**config.mk**
```make
export PLATFORM = sky130hd
export DESIGN_NAME = pulse_period_width_measure
export DESIGN_NICKNAME = d
export VERILOG_FILES = /design/src/include/pulse_measure_pkg.sv /design/src/pin_edge_sync.sv /design/src/pulse_period_width_measure.sv
export SDC_FILE = /design/constraint.sdc
export NUM_CORES = 1
export LEC_CHECK = 0
export ABC_CLOCK_PERIOD_IN_PS = 1610
export BUFFER_PORTS_ARGS = -buffer_cell sky130_fd_sc_hd__buf_2
export CAP_MARGIN = 10
export CORE_MARGIN = 2
export CORE_UTILIZATION = 49
export CTS_BUF_LIST = sky130_fd_sc_hd__clkbuf_2
export DETAILED_ROUTE_END_ITERATION = 10
export PLACE_DENSITY_LB_ADDON = 0.1
export RECOVER_POWER = 50
export SYNTH_ARGS = -nofsm -noshare
export SYNTH_HDL_FRONTEND = slang
export SYNTH_SLANG_ARGS = --single-unit
export TNS_END_PERCENT = 30
```
**constraint.sdc**
```tcl
create_clock -name aclk -period 1.61 [get_ports aclk]
set_input_delay 0.2415 -clock aclk [delete_from_list [all_inputs] [get_ports aclk]]
set_output_delay 0.2415 -clock aclk [all_outputs]
set_load 0.1 [all_outputs]
```
**src/include/pulse_measure_pkg.sv**
```systemverilog
// Purpose: Shared constants and types for the pulse period/width measurement channel
// Assumes: AXI4-Lite register access with 32-bit data, one aligned word per register
// Notes: All fields live in the low 16 bits of their register

package pulse_measure_pkg;

    ////////////////////////////////////////////////////////////////////////////////
    // Register byte offsets
    localparam logic [4:0] START_OFS = 5'h00;
    localparam logic [4:0] MODE_OFS = 5'h04;
    localparam logic [4:0] RELOAD_OFS = 5'h08;
    localparam logic [4:0] FLAG_OFS = 5'h0c;
    localparam logic [4:0] IRQ_STAT_OFS = 5'h10;
    localparam logic [4:0] IRQ_MASK_OFS = 5'h14;
    localparam logic [4:0] COUNT_OFS = 5'h18;

    ////////////////////////////////////////////////////////////////////////////////
    // Field positions
    localparam int START_BIT = 0;
    localparam int MODE_WIDTH_BIT = 0;
    localparam int MODE_FALL_BIT = 1;
    localparam int FLAG_OVF_BIT = 0;
    localparam int FLAG_FIRST_BIT = 1;
    localparam int IRQ_MEAS_BIT = 0;
    localparam int IRQ_OVF_BIT = 1;

    ////////////////////////////////////////////////////////////////////////////////
    // Widths and reset values
    localparam int COUNT_W = 16;
    localparam logic [COUNT_W-1:0] COUNT_MAX = 16'hffff;
    localparam logic OVF_RESET = 1'h1;
    localparam logic [1:0] IRQ_RESET = 2'h0;
    localparam logic [1:0] RESP_OKAY = 2'h0;
    localparam logic [1:0] RESP_SLVERR = 2'h2;

    ////////////////////////////////////////////////////////////////////////////////
    // Carriers
    typedef struct packed {
        logic fall_sel;   // Period mode: measure falling to falling
        logic width_sel;  // Pulse width mode: every edge counts
    } mode_t;

    typedef struct packed {
        logic rise;
        logic fall;
    } edge_t;

endpackage : pulse_measure_pkg

```
**src/pin_edge_sync.sv**
```systemverilog
// Purpose: Two-stage synchroniser for the measured pin with edge detection
// Assumes: Pin is asynchronous to aclk
// Notes: First stage is read only by the second stage

module pin_edge_sync
    import pulse_measure_pkg::*;
(
    input wire logic aclk,
    input wire logic aresetn,
    input wire logic pin_in,
    output pulse_measure_pkg::edge_t edges
);
    logic meta_reg;
    logic sync_reg;
    logic last_reg;

    // Two flip-flop synchroniser and one history stage
    always_ff @(posedge aclk)
    begin
        if (!aresetn)
        begin
            meta_reg <= 1'h0;
            sync_reg <= 1'h0;
            last_reg <= 1'h0;
        end
        else
        begin
            meta_reg <= pin_in;
            sync_reg <= meta_reg;
            last_reg <= sync_reg;
        end
    end

    // Edge pulses from synchronised samples
    assign edges.rise = sync_reg & ~last_reg;
    assign edges.fall = ~sync_reg & last_reg;

endmodule : pin_edge_sync

```
**src/pulse_period_width_measure.sv**
```systemverilog
// Purpose: Timer channel measuring pulse period or pulse width of an external input
// Assumes: Counter advances on every aclk while counting; AXI4-Lite slave for software
// Notes: Overflow flag is cleared only by a qualified mode register write
// Summary of operation
// - Mode type change while counting raises request
// - First edge after start loads meaningless count
// - No request on first edge after start
// - Aged overflow cleared by mode register write
// - Reset overflow unknown; start then write clears
//
// The AXI4-Lite register port and the address map are this design's own decisions.

module pulse_period_width_measure
(
    input wire logic aclk,
    input wire logic aresetn,
    input wire logic pulse_in,
    input wire logic [4:0] s_axi_awaddr,
    input wire logic s_axi_awvalid,
    output logic s_axi_awready,
    input wire logic [31:0] s_axi_wdata,
    input wire logic [3:0] s_axi_wstrb,
    input wire logic s_axi_wvalid,
    output logic s_axi_wready,
    output logic [1:0] s_axi_bresp,
    output logic s_axi_bvalid,
    input wire logic s_axi_bready,
    input wire logic [4:0] s_axi_araddr,
    input wire logic s_axi_arvalid,
    output logic s_axi_arready,
    output logic [31:0] s_axi_rdata,
    output logic [1:0] s_axi_rresp,
    output logic s_axi_rvalid,
    input wire logic s_axi_rready,
    output logic irq
);
    import pulse_measure_pkg::*;
    edge_t edges;
    logic aw_hold_reg;
    logic [4:0] awaddr_reg;
    logic w_hold_reg;
    logic [31:0] wdata_reg;
    logic [3:0] wstrb_reg;
    logic wr_fire;
    logic wr_low;
    logic mode_wr;
    logic start_reg;
    mode_t mode_reg;
    logic [COUNT_W-1:0] count_reg;
    logic [COUNT_W-1:0] reload_reg;
    logic first_reg;
    logic ovf_reg;
    logic ovf_aged_reg;
    logic [1:0] irq_stat_reg;
    logic [1:0] irq_mask_reg;
    logic eff_edge;
    logic wrap;
    logic type_change;
    logic meas_set;
    logic [1:0] irq_set;
    logic [31:0] rd_next;
    logic rd_ok;

    ////////////////////////////////////////////////////////////////////////////////
    // Input pin synchroniser
    pin_edge_sync u_sync (
        .aclk(aclk),
        .aresetn(aresetn),
        .pin_in(pulse_in),
        .edges(edges)
    );

    ////////////////////////////////////////////////////////////////////////////////
    // AXI4-Lite write path: address and data taken in either order
    assign s_axi_awready = ~aw_hold_reg & ~s_axi_bvalid;
    assign s_axi_wready = ~w_hold_reg & ~s_axi_bvalid;
    assign wr_fire = aw_hold_reg & w_hold_reg & ~s_axi_bvalid;
    assign wr_low = wr_fire & wstrb_reg[0];
    assign mode_wr = wr_low & (awaddr_reg == MODE_OFS);
    // Write address and data holding
    always_ff @(posedge aclk)
    begin
        if (!aresetn)
        begin
            aw_hold_reg <= 1'h0;
            w_hold_reg <= 1'h0;
            awaddr_reg <= 5'h00;
            wdata_reg <= 32'h0000_0000;
            wstrb_reg <= 4'h0;
        end
        else
        begin
            if (s_axi_awvalid && s_axi_awready)
            begin
                aw_hold_reg <= 1'h1;
                awaddr_reg <= s_axi_awaddr;
            end
            else if (wr_fire)
            begin
                aw_hold_reg <= 1'h0;
            end
            if (s_axi_wvalid && s_axi_wready)
            begin
                w_hold_reg <= 1'h1;
                wdata_reg <= s_axi_wdata;
                wstrb_reg <= s_axi_wstrb;
            end
            else if (wr_fire)
            begin
                w_hold_reg <= 1'h0;
            end
        end
    end

    // Write response; unmapped or read-only offsets answer SLVERR
    always_ff @(posedge aclk)
    begin
        if (!aresetn)
        begin
            s_axi_bvalid <= 1'h0;
            s_axi_bresp <= RESP_OKAY;
        end
        else if (wr_fire)
        begin
            s_axi_bvalid <= 1'h1;
            s_axi_bresp <= (awaddr_reg == START_OFS || awaddr_reg == MODE_OFS || awaddr_reg == IRQ_STAT_OFS
                || awaddr_reg == IRQ_MASK_OFS) ? RESP_OKAY : RESP_SLVERR;
        end
        else if (s_axi_bready)
        begin
            s_axi_bvalid <= 1'h0;
        end
    end

    ////////////////////////////////////////////////////////////////////////////////
    // Control registers
    always_ff @(posedge aclk)
    begin
        if (!aresetn)
        begin
            start_reg <= 1'h0;
            mode_reg <= '0;
            irq_mask_reg <= IRQ_RESET;
        end
        else if (wr_low)
        begin
            if (awaddr_reg == START_OFS)
                start_reg <= wdata_reg[START_BIT];
            if (awaddr_reg == MODE_OFS)
            begin
                mode_reg.width_sel <= wdata_reg[MODE_WIDTH_BIT];
                mode_reg.fall_sel <= wdata_reg[MODE_FALL_BIT];
            end
            if (awaddr_reg == IRQ_MASK_OFS)
                irq_mask_reg <= wdata_reg[1:0];
        end
    end

    ////////////////////////////////////////////////////////////////////////////////
    // Measurement counter and reload capture
    assign eff_edge = mode_reg.width_sel ? (edges.rise | edges.fall)
        : (mode_reg.fall_sel ? edges.fall : edges.rise);
    assign wrap = start_reg & ~eff_edge & (count_reg == COUNT_MAX);
    assign type_change = mode_wr & start_reg & (wdata_reg[MODE_WIDTH_BIT] != mode_reg.width_sel);
    assign meas_set = (start_reg & eff_edge & ~first_reg) | type_change;
    // Count, capture on each effective edge
    always_ff @(posedge aclk)
    begin
        if (!aresetn)
        begin
            count_reg <= '0;
            reload_reg <= '0;
            first_reg <= 1'h1;
        end
        else if (!start_reg)
        begin
            count_reg <= '0;
            first_reg <= 1'h1;
        end
        else if (eff_edge)
        begin
            reload_reg <= count_reg;
            count_reg <= '0;
            first_reg <= 1'h0;
        end
        else
        begin
            count_reg <= count_reg + 1'b1;
        end
    end

    ////////////////////////////////////////////////////////////////////////////////
    // Overflow flag: set on wrap, cleared by a mode write once a count cycle passed
    always_ff @(posedge aclk)
    begin
        if (!aresetn)
        begin
            ovf_reg <= OVF_RESET;
            ovf_aged_reg <= 1'h0;
        end
        else
        begin
            if (wrap)
                ovf_reg <= 1'h1;
            else if (mode_wr && ovf_aged_reg)
                ovf_reg <= 1'h0;
            if (wrap || !ovf_reg)
                ovf_aged_reg <= 1'h0;
            else if (start_reg)
                ovf_aged_reg <= 1'h1;
        end
    end

    ////////////////////////////////////////////////////////////////////////////////
    // Interrupt status, write one to clear; set wins
    assign irq_set = {wrap, meas_set};
    always_ff @(posedge aclk)
    begin
        if (!aresetn)
        begin
            irq_stat_reg <= IRQ_RESET;
        end
        else
        begin
            irq_stat_reg <= (irq_stat_reg & ~((wr_low && awaddr_reg == IRQ_STAT_OFS) ? wdata_reg[1:0] : 2'h0))
                | irq_set;
        end
    end
    // Level interrupt while an unmasked status bit is set
    assign irq = |(irq_stat_reg & irq_mask_reg);
    ////////////////////////////////////////////////////////////////////////////////
    // AXI4-Lite read path
    assign s_axi_arready = ~s_axi_rvalid;
    // Read data selection
    always_comb
    begin
        rd_next = 32'h0000_0000;
        rd_ok = 1'h1;
        unique case (s_axi_araddr)
            START_OFS: rd_next[START_BIT] = start_reg;
            MODE_OFS: rd_next[1:0] = mode_reg;
            RELOAD_OFS: rd_next[COUNT_W-1:0] = reload_reg;
            FLAG_OFS: rd_next[1:0] = {first_reg, ovf_reg};
            IRQ_STAT_OFS: rd_next[1:0] = irq_stat_reg;
            IRQ_MASK_OFS: rd_next[1:0] = irq_mask_reg;
            COUNT_OFS: rd_next[COUNT_W-1:0] = count_reg;
            default: rd_ok = 1'h0;
        endcase
    end
    // Read data register
    always_ff @(posedge aclk)
    begin
        if (!aresetn)
        begin
            s_axi_rvalid <= 1'h0;
            s_axi_rdata <= 32'h0000_0000;
            s_axi_rresp <= RESP_OKAY;
        end
        else if (s_axi_arvalid && s_axi_arready)
        begin
            s_axi_rvalid <= 1'h1;
            s_axi_rdata <= rd_next;
            s_axi_rresp <= rd_ok ? RESP_OKAY : RESP_SLVERR;
        end
        else if (s_axi_rready)
        begin
            s_axi_rvalid <= 1'h0;
        end
    end
endmodule : pulse_period_width_measure

```
==> reports/metrics.yaml <==
clock_tree:
  clk_path_buf_depth: 2
  tritoncts: "built"
  cts.root.buffer_cell: "sky130_fd_sc_hd__clkbuf_2"
  clock_sink_count: 75
  reg_clk_slew_reported_paths_ns: 0.22
  htree_num_levels: 3
  clk_latency_ns: 0.52
  cts-buffers-inserted: 9
timing:
  finalMaxSlewViolations: 0
  setup_ws_ns: -0.0526
  setup_repair_after_global_routing_missed_its_margin: "yes"
  setup_viol: 11
  fin_crit_sh_pct: 103
  final_hold_viol_count: 0
  final.setup_skew_ns: 0.0353
  fmaxAchievable_mhz: 601
  post-route-min-period_ns: 1.66
global_route:
  first_global_vias: 2513
  maximum_number_of_pins_on_one_net_before_global_route_repair: 40
  antenna_found_initial: 0
  grt-ovfl-total: 0
  global_route.usage.total_pct: 19.5
  grt_first_pass_wirelength_um: 12100
critical_path:
  max_stage_delay_ns: 0.41
  critPathTopFamily: "flip-flops"
  cp_cell_sequence: "inv_2, ha_2, mux2_4, o211ai_1, buf_4, clkbuf_16, nand3_2, o21ai_2"
  number_of_buffer_and_inverter_stages_on_the_critical_path: 3
  worst-path-max-fanout: 8
  timing_worst_setup_path_type: "register to register"
  worst_path_max_delay_cell: "sky130_fd_sc_hd__dfxtp_2"
  cp-start-kind: "register"
  worst-endpoint-arrival_ns: 2.10
  critPathCaptureType: "register"
  worst_ep_required_time_ns: 2.05
  reg2reg_slack_ns: -0.05
placed_design:
  post_dp_cell_area_um2: 3880
  numPortBuffers: 44
  finalWeightedCongestion: 0.833
  placed_cells: 531
  detail_placement_hpwl_um: 4920
synthesis:
  postSynthCellCount: 396
  synth.lib_cells_used.distinct: 49
  yosys_warnings: 0
  ys_dominant_reg_cell: "sky130_fd_sc_hd__dfxtp_1"
  postSynthRegisterBits: 75
  async_reset_ff_share_pct: 0
  synth-seq-area-share_pct: 42.6
  synth_edf_count: 0
  synthesis.area_um2: 3530
  post-synth-top-area-cell: "sky130_fd_sc_hd__dfxtp_1"
  synth.top_cell.area_share_pct: 42.6
  synth.top_cells.by_area: "sky130_fd_sc_hd__dfxtp_1 43%, sky130_fd_sc_hd__mux2i_1 8.2%, sky130_fd_sc_hd__nor2b_1 5.1%"
  syn_area_per_cell_um2: 8.91
die:
  core-area_um2: 6870
  rows: 30
  die_area_um2: 7900
  fp.dieW_um: 88.9
  die_extent_in_y_um: 88.9
  initial_utilization_pct: 51.4
  io_pins: 96
power:
  power.density_nw_per_um2: 872
  peakVddDrop_uv: 562
  static-leakage-power_nw: 1.65
outcome:
  failed_checks: "negative setup slack"
  result_of_the_run: "finished, violations left"
finish:
  nFillCells: 591
  layout.cell_area.non_filler_um2: 4420
  area_growth_syn_to_layout_pct: 25.4
  n_antenna_cell: 0
  design.final.nets: 522
  multiInputGateArea_um2: 1900
  post_route_cells_drive_above_1_share_pct: 27.7
  seq_area_um2: 1510
  fin_cells: 566
drt:
  drt_drc_violations_left: 0
  routed_wirelength_um: 7630
  vias: 2894
  average_wire_per_cell_in_the_routed_design_um: 13.5
  first_iter_violations: 160
  antenna_violating_nets_post_route: 0
  drt-vias-per-instance: 5.11
  drt_first_pass_iters: 4
job:
  drv_cap: 0
hold_path:
  min_path_type: "primary input to register"
==> cell usage after synthesis, drive strengths merged, types with 2 or more instances <==
| library cell | n |
|---|---|
| xnor2 | 9 |
| o211a | 2 |
| ha | 3 |
| o21ai | 24 |
| inv | 6 |
| nor3 | 18 |
| buf | 29 |
| and4b | 2 |
| and2 | 8 |
| xor2 | 6 |
| nand3 | 27 |
| clkbuf | 15 |
| and3 | 2 |
| nor2 | 25 |
| nand2b | 3 |
| nor2b | 29 |
| mux2i | 29 |
| a21oi | 17 |
| nand4 | 7 |
| nor4 | 4 |
| nor3b | 2 |
| and4 | 2 |
| nand2 | 33 |
| dfxtp | 75 |
| a211oi | 2 |
| o31ai | 2 |
==> area by class of cell <==
cell class / instances / share of cell area, %
multi-input combinational: 288 / 43.0
sequential: 75 / 34.2
timing repair buffer: 85 / 15.9
tap: 96 / 2.71
clock inverter: 7 / 2.60
clock buffer: 9 / 1.02
inverter: 6 / 0.509
==> tightest hold or removal path, stage by stage <==
cell and delay [ns]:
sky130_fd_sc_hd__buf_2 0.11, sky130_fd_sc_hd__buf_4 0.14, sky130_fd_sc_hd__nand2_1 0.05, sky130_fd_sc_hd__a21oi_1 0.05
==> per-stage QoR <==
| stage | power, mW | hold slack [ns] | util [%] | setup slack [ns] | setup TNS (ns) |
|---|---|---|---|---|---|
| floorplan | 2.46 | 0.369 | - | -0.0641 | -0.482 |
| global placement | 2.50 | 0.419 | 56.4 | -0.0113 | -0.0113 |
| detailed placement | 2.50 | 0.429 | 56.4 | -0.0284 | -0.0598 |
| CTS | 3.87 | 0.0750 | 61.2 | -0.0178 | -0.0241 |
| global route | 4.03 | 0.0527 | 64.4 | -0.134 | -2.23 |
| finish | 3.86 | 0.102 | 64.4 | -0.0526 | -0.307 |
==> layout by cell type, fill, tap and decap left out, types with 6 or more instances in the layout <==
master                          Yosys  routed
sky130_fd_sc_hd__dfxtp_1           75      68
sky130_fd_sc_hd__nand2_1           33      33
sky130_fd_sc_hd__mux2i_1           29      29
sky130_fd_sc_hd__nor2b_1           29      29
sky130_fd_sc_hd__buf_4             22      26
sky130_fd_sc_hd__nor2_1            24      22
sky130_fd_sc_hd__buf_2              5      22
sky130_fd_sc_hd__conb_1             1      18
sky130_fd_sc_hd__a21oi_1           17      17
sky130_fd_sc_hd__nand3_1           27      16
sky130_fd_sc_hd__dlygate4sd3_1      0      14
sky130_fd_sc_hd__clkbuf_4           0      14
sky130_fd_sc_hd__nand3_2            0      11
sky130_fd_sc_hd__o21ai_0           23      11
sky130_fd_sc_hd__nor3_2             9      11
sky130_fd_sc_hd__o21ai_1            1       9
sky130_fd_sc_hd__xnor2_1            9       9
sky130_fd_sc_hd__clkbuf_2           0       9
sky130_fd_sc_hd__nor3_1             9       7
sky130_fd_sc_hd__and2_1             7       7
sky130_fd_sc_hd__nand4_1            7       7
sky130_fd_sc_hd__xor2_1             6       6
sky130_fd_sc_hd__dfxtp_2            0       6
==> final timing paths <==
check	from	end	cells after the start
worst min-delay path	s_axi_araddr[2]	s_axi_rdata[1]	4
worst min register to register	u_sync.meta_reg	u_sync.sync_reg	1
worst max-delay path	u_sync.last_reg	reload_reg[11]	8
worst max register to register	u_sync.last_reg	reload_reg[11]	8
==> cell families (layout without fill, tap and decap cells) <==
kind of cell	Yosys count	after routing	share of synthesized area, %
XOR/XNOR	15	15	3.72
buffers and inverters	50	107	8.51
other	1	18	0.106
AO/OA/AOI/OAI	57	57	9.65
AND/OR/NAND/NOR	165	165	25.9
multiplexers	30	30	8.55
flip-flops	75	75	42.6
adder cells (fa/ha/maj)	3	3	1.06
==> layer usage <==
layer / vias up / share of wire [%] / track usage, %
li1: 1470 / - / -
met1: 1337 / 51 / 29.1
met2: 79 / 43 / 27.8
met3: 8 / 5.1 / 4.57
met4: 0 / 0.87 / 5.79
met5: - / 0 / 0
==> timing repair <==
| action | 4_1_cts | 5_1_grt |
|---|---|---|
| cloned | 0 | 3 |
| resized for setup | 11 | 57 |
| setup endpoints to repair | 30 | 52 |
| buffers inserted | 0 | 2 |
| hold buffers | 14 | 0 |
| pin swaps | 0 | 8 |
| endpoints found under the hold margin | 12 | 0 |
==> power by group <==
part	internal (mW)	switching, mW	leakage, nW
sequential	1.89	0.0298	0.610
combinational	0.156	0.437	0.954
clock	0.667	0.680	0.0899
total	2.71	1.15	1.65
No activity file was read; power rests on OpenSTA's default activity.
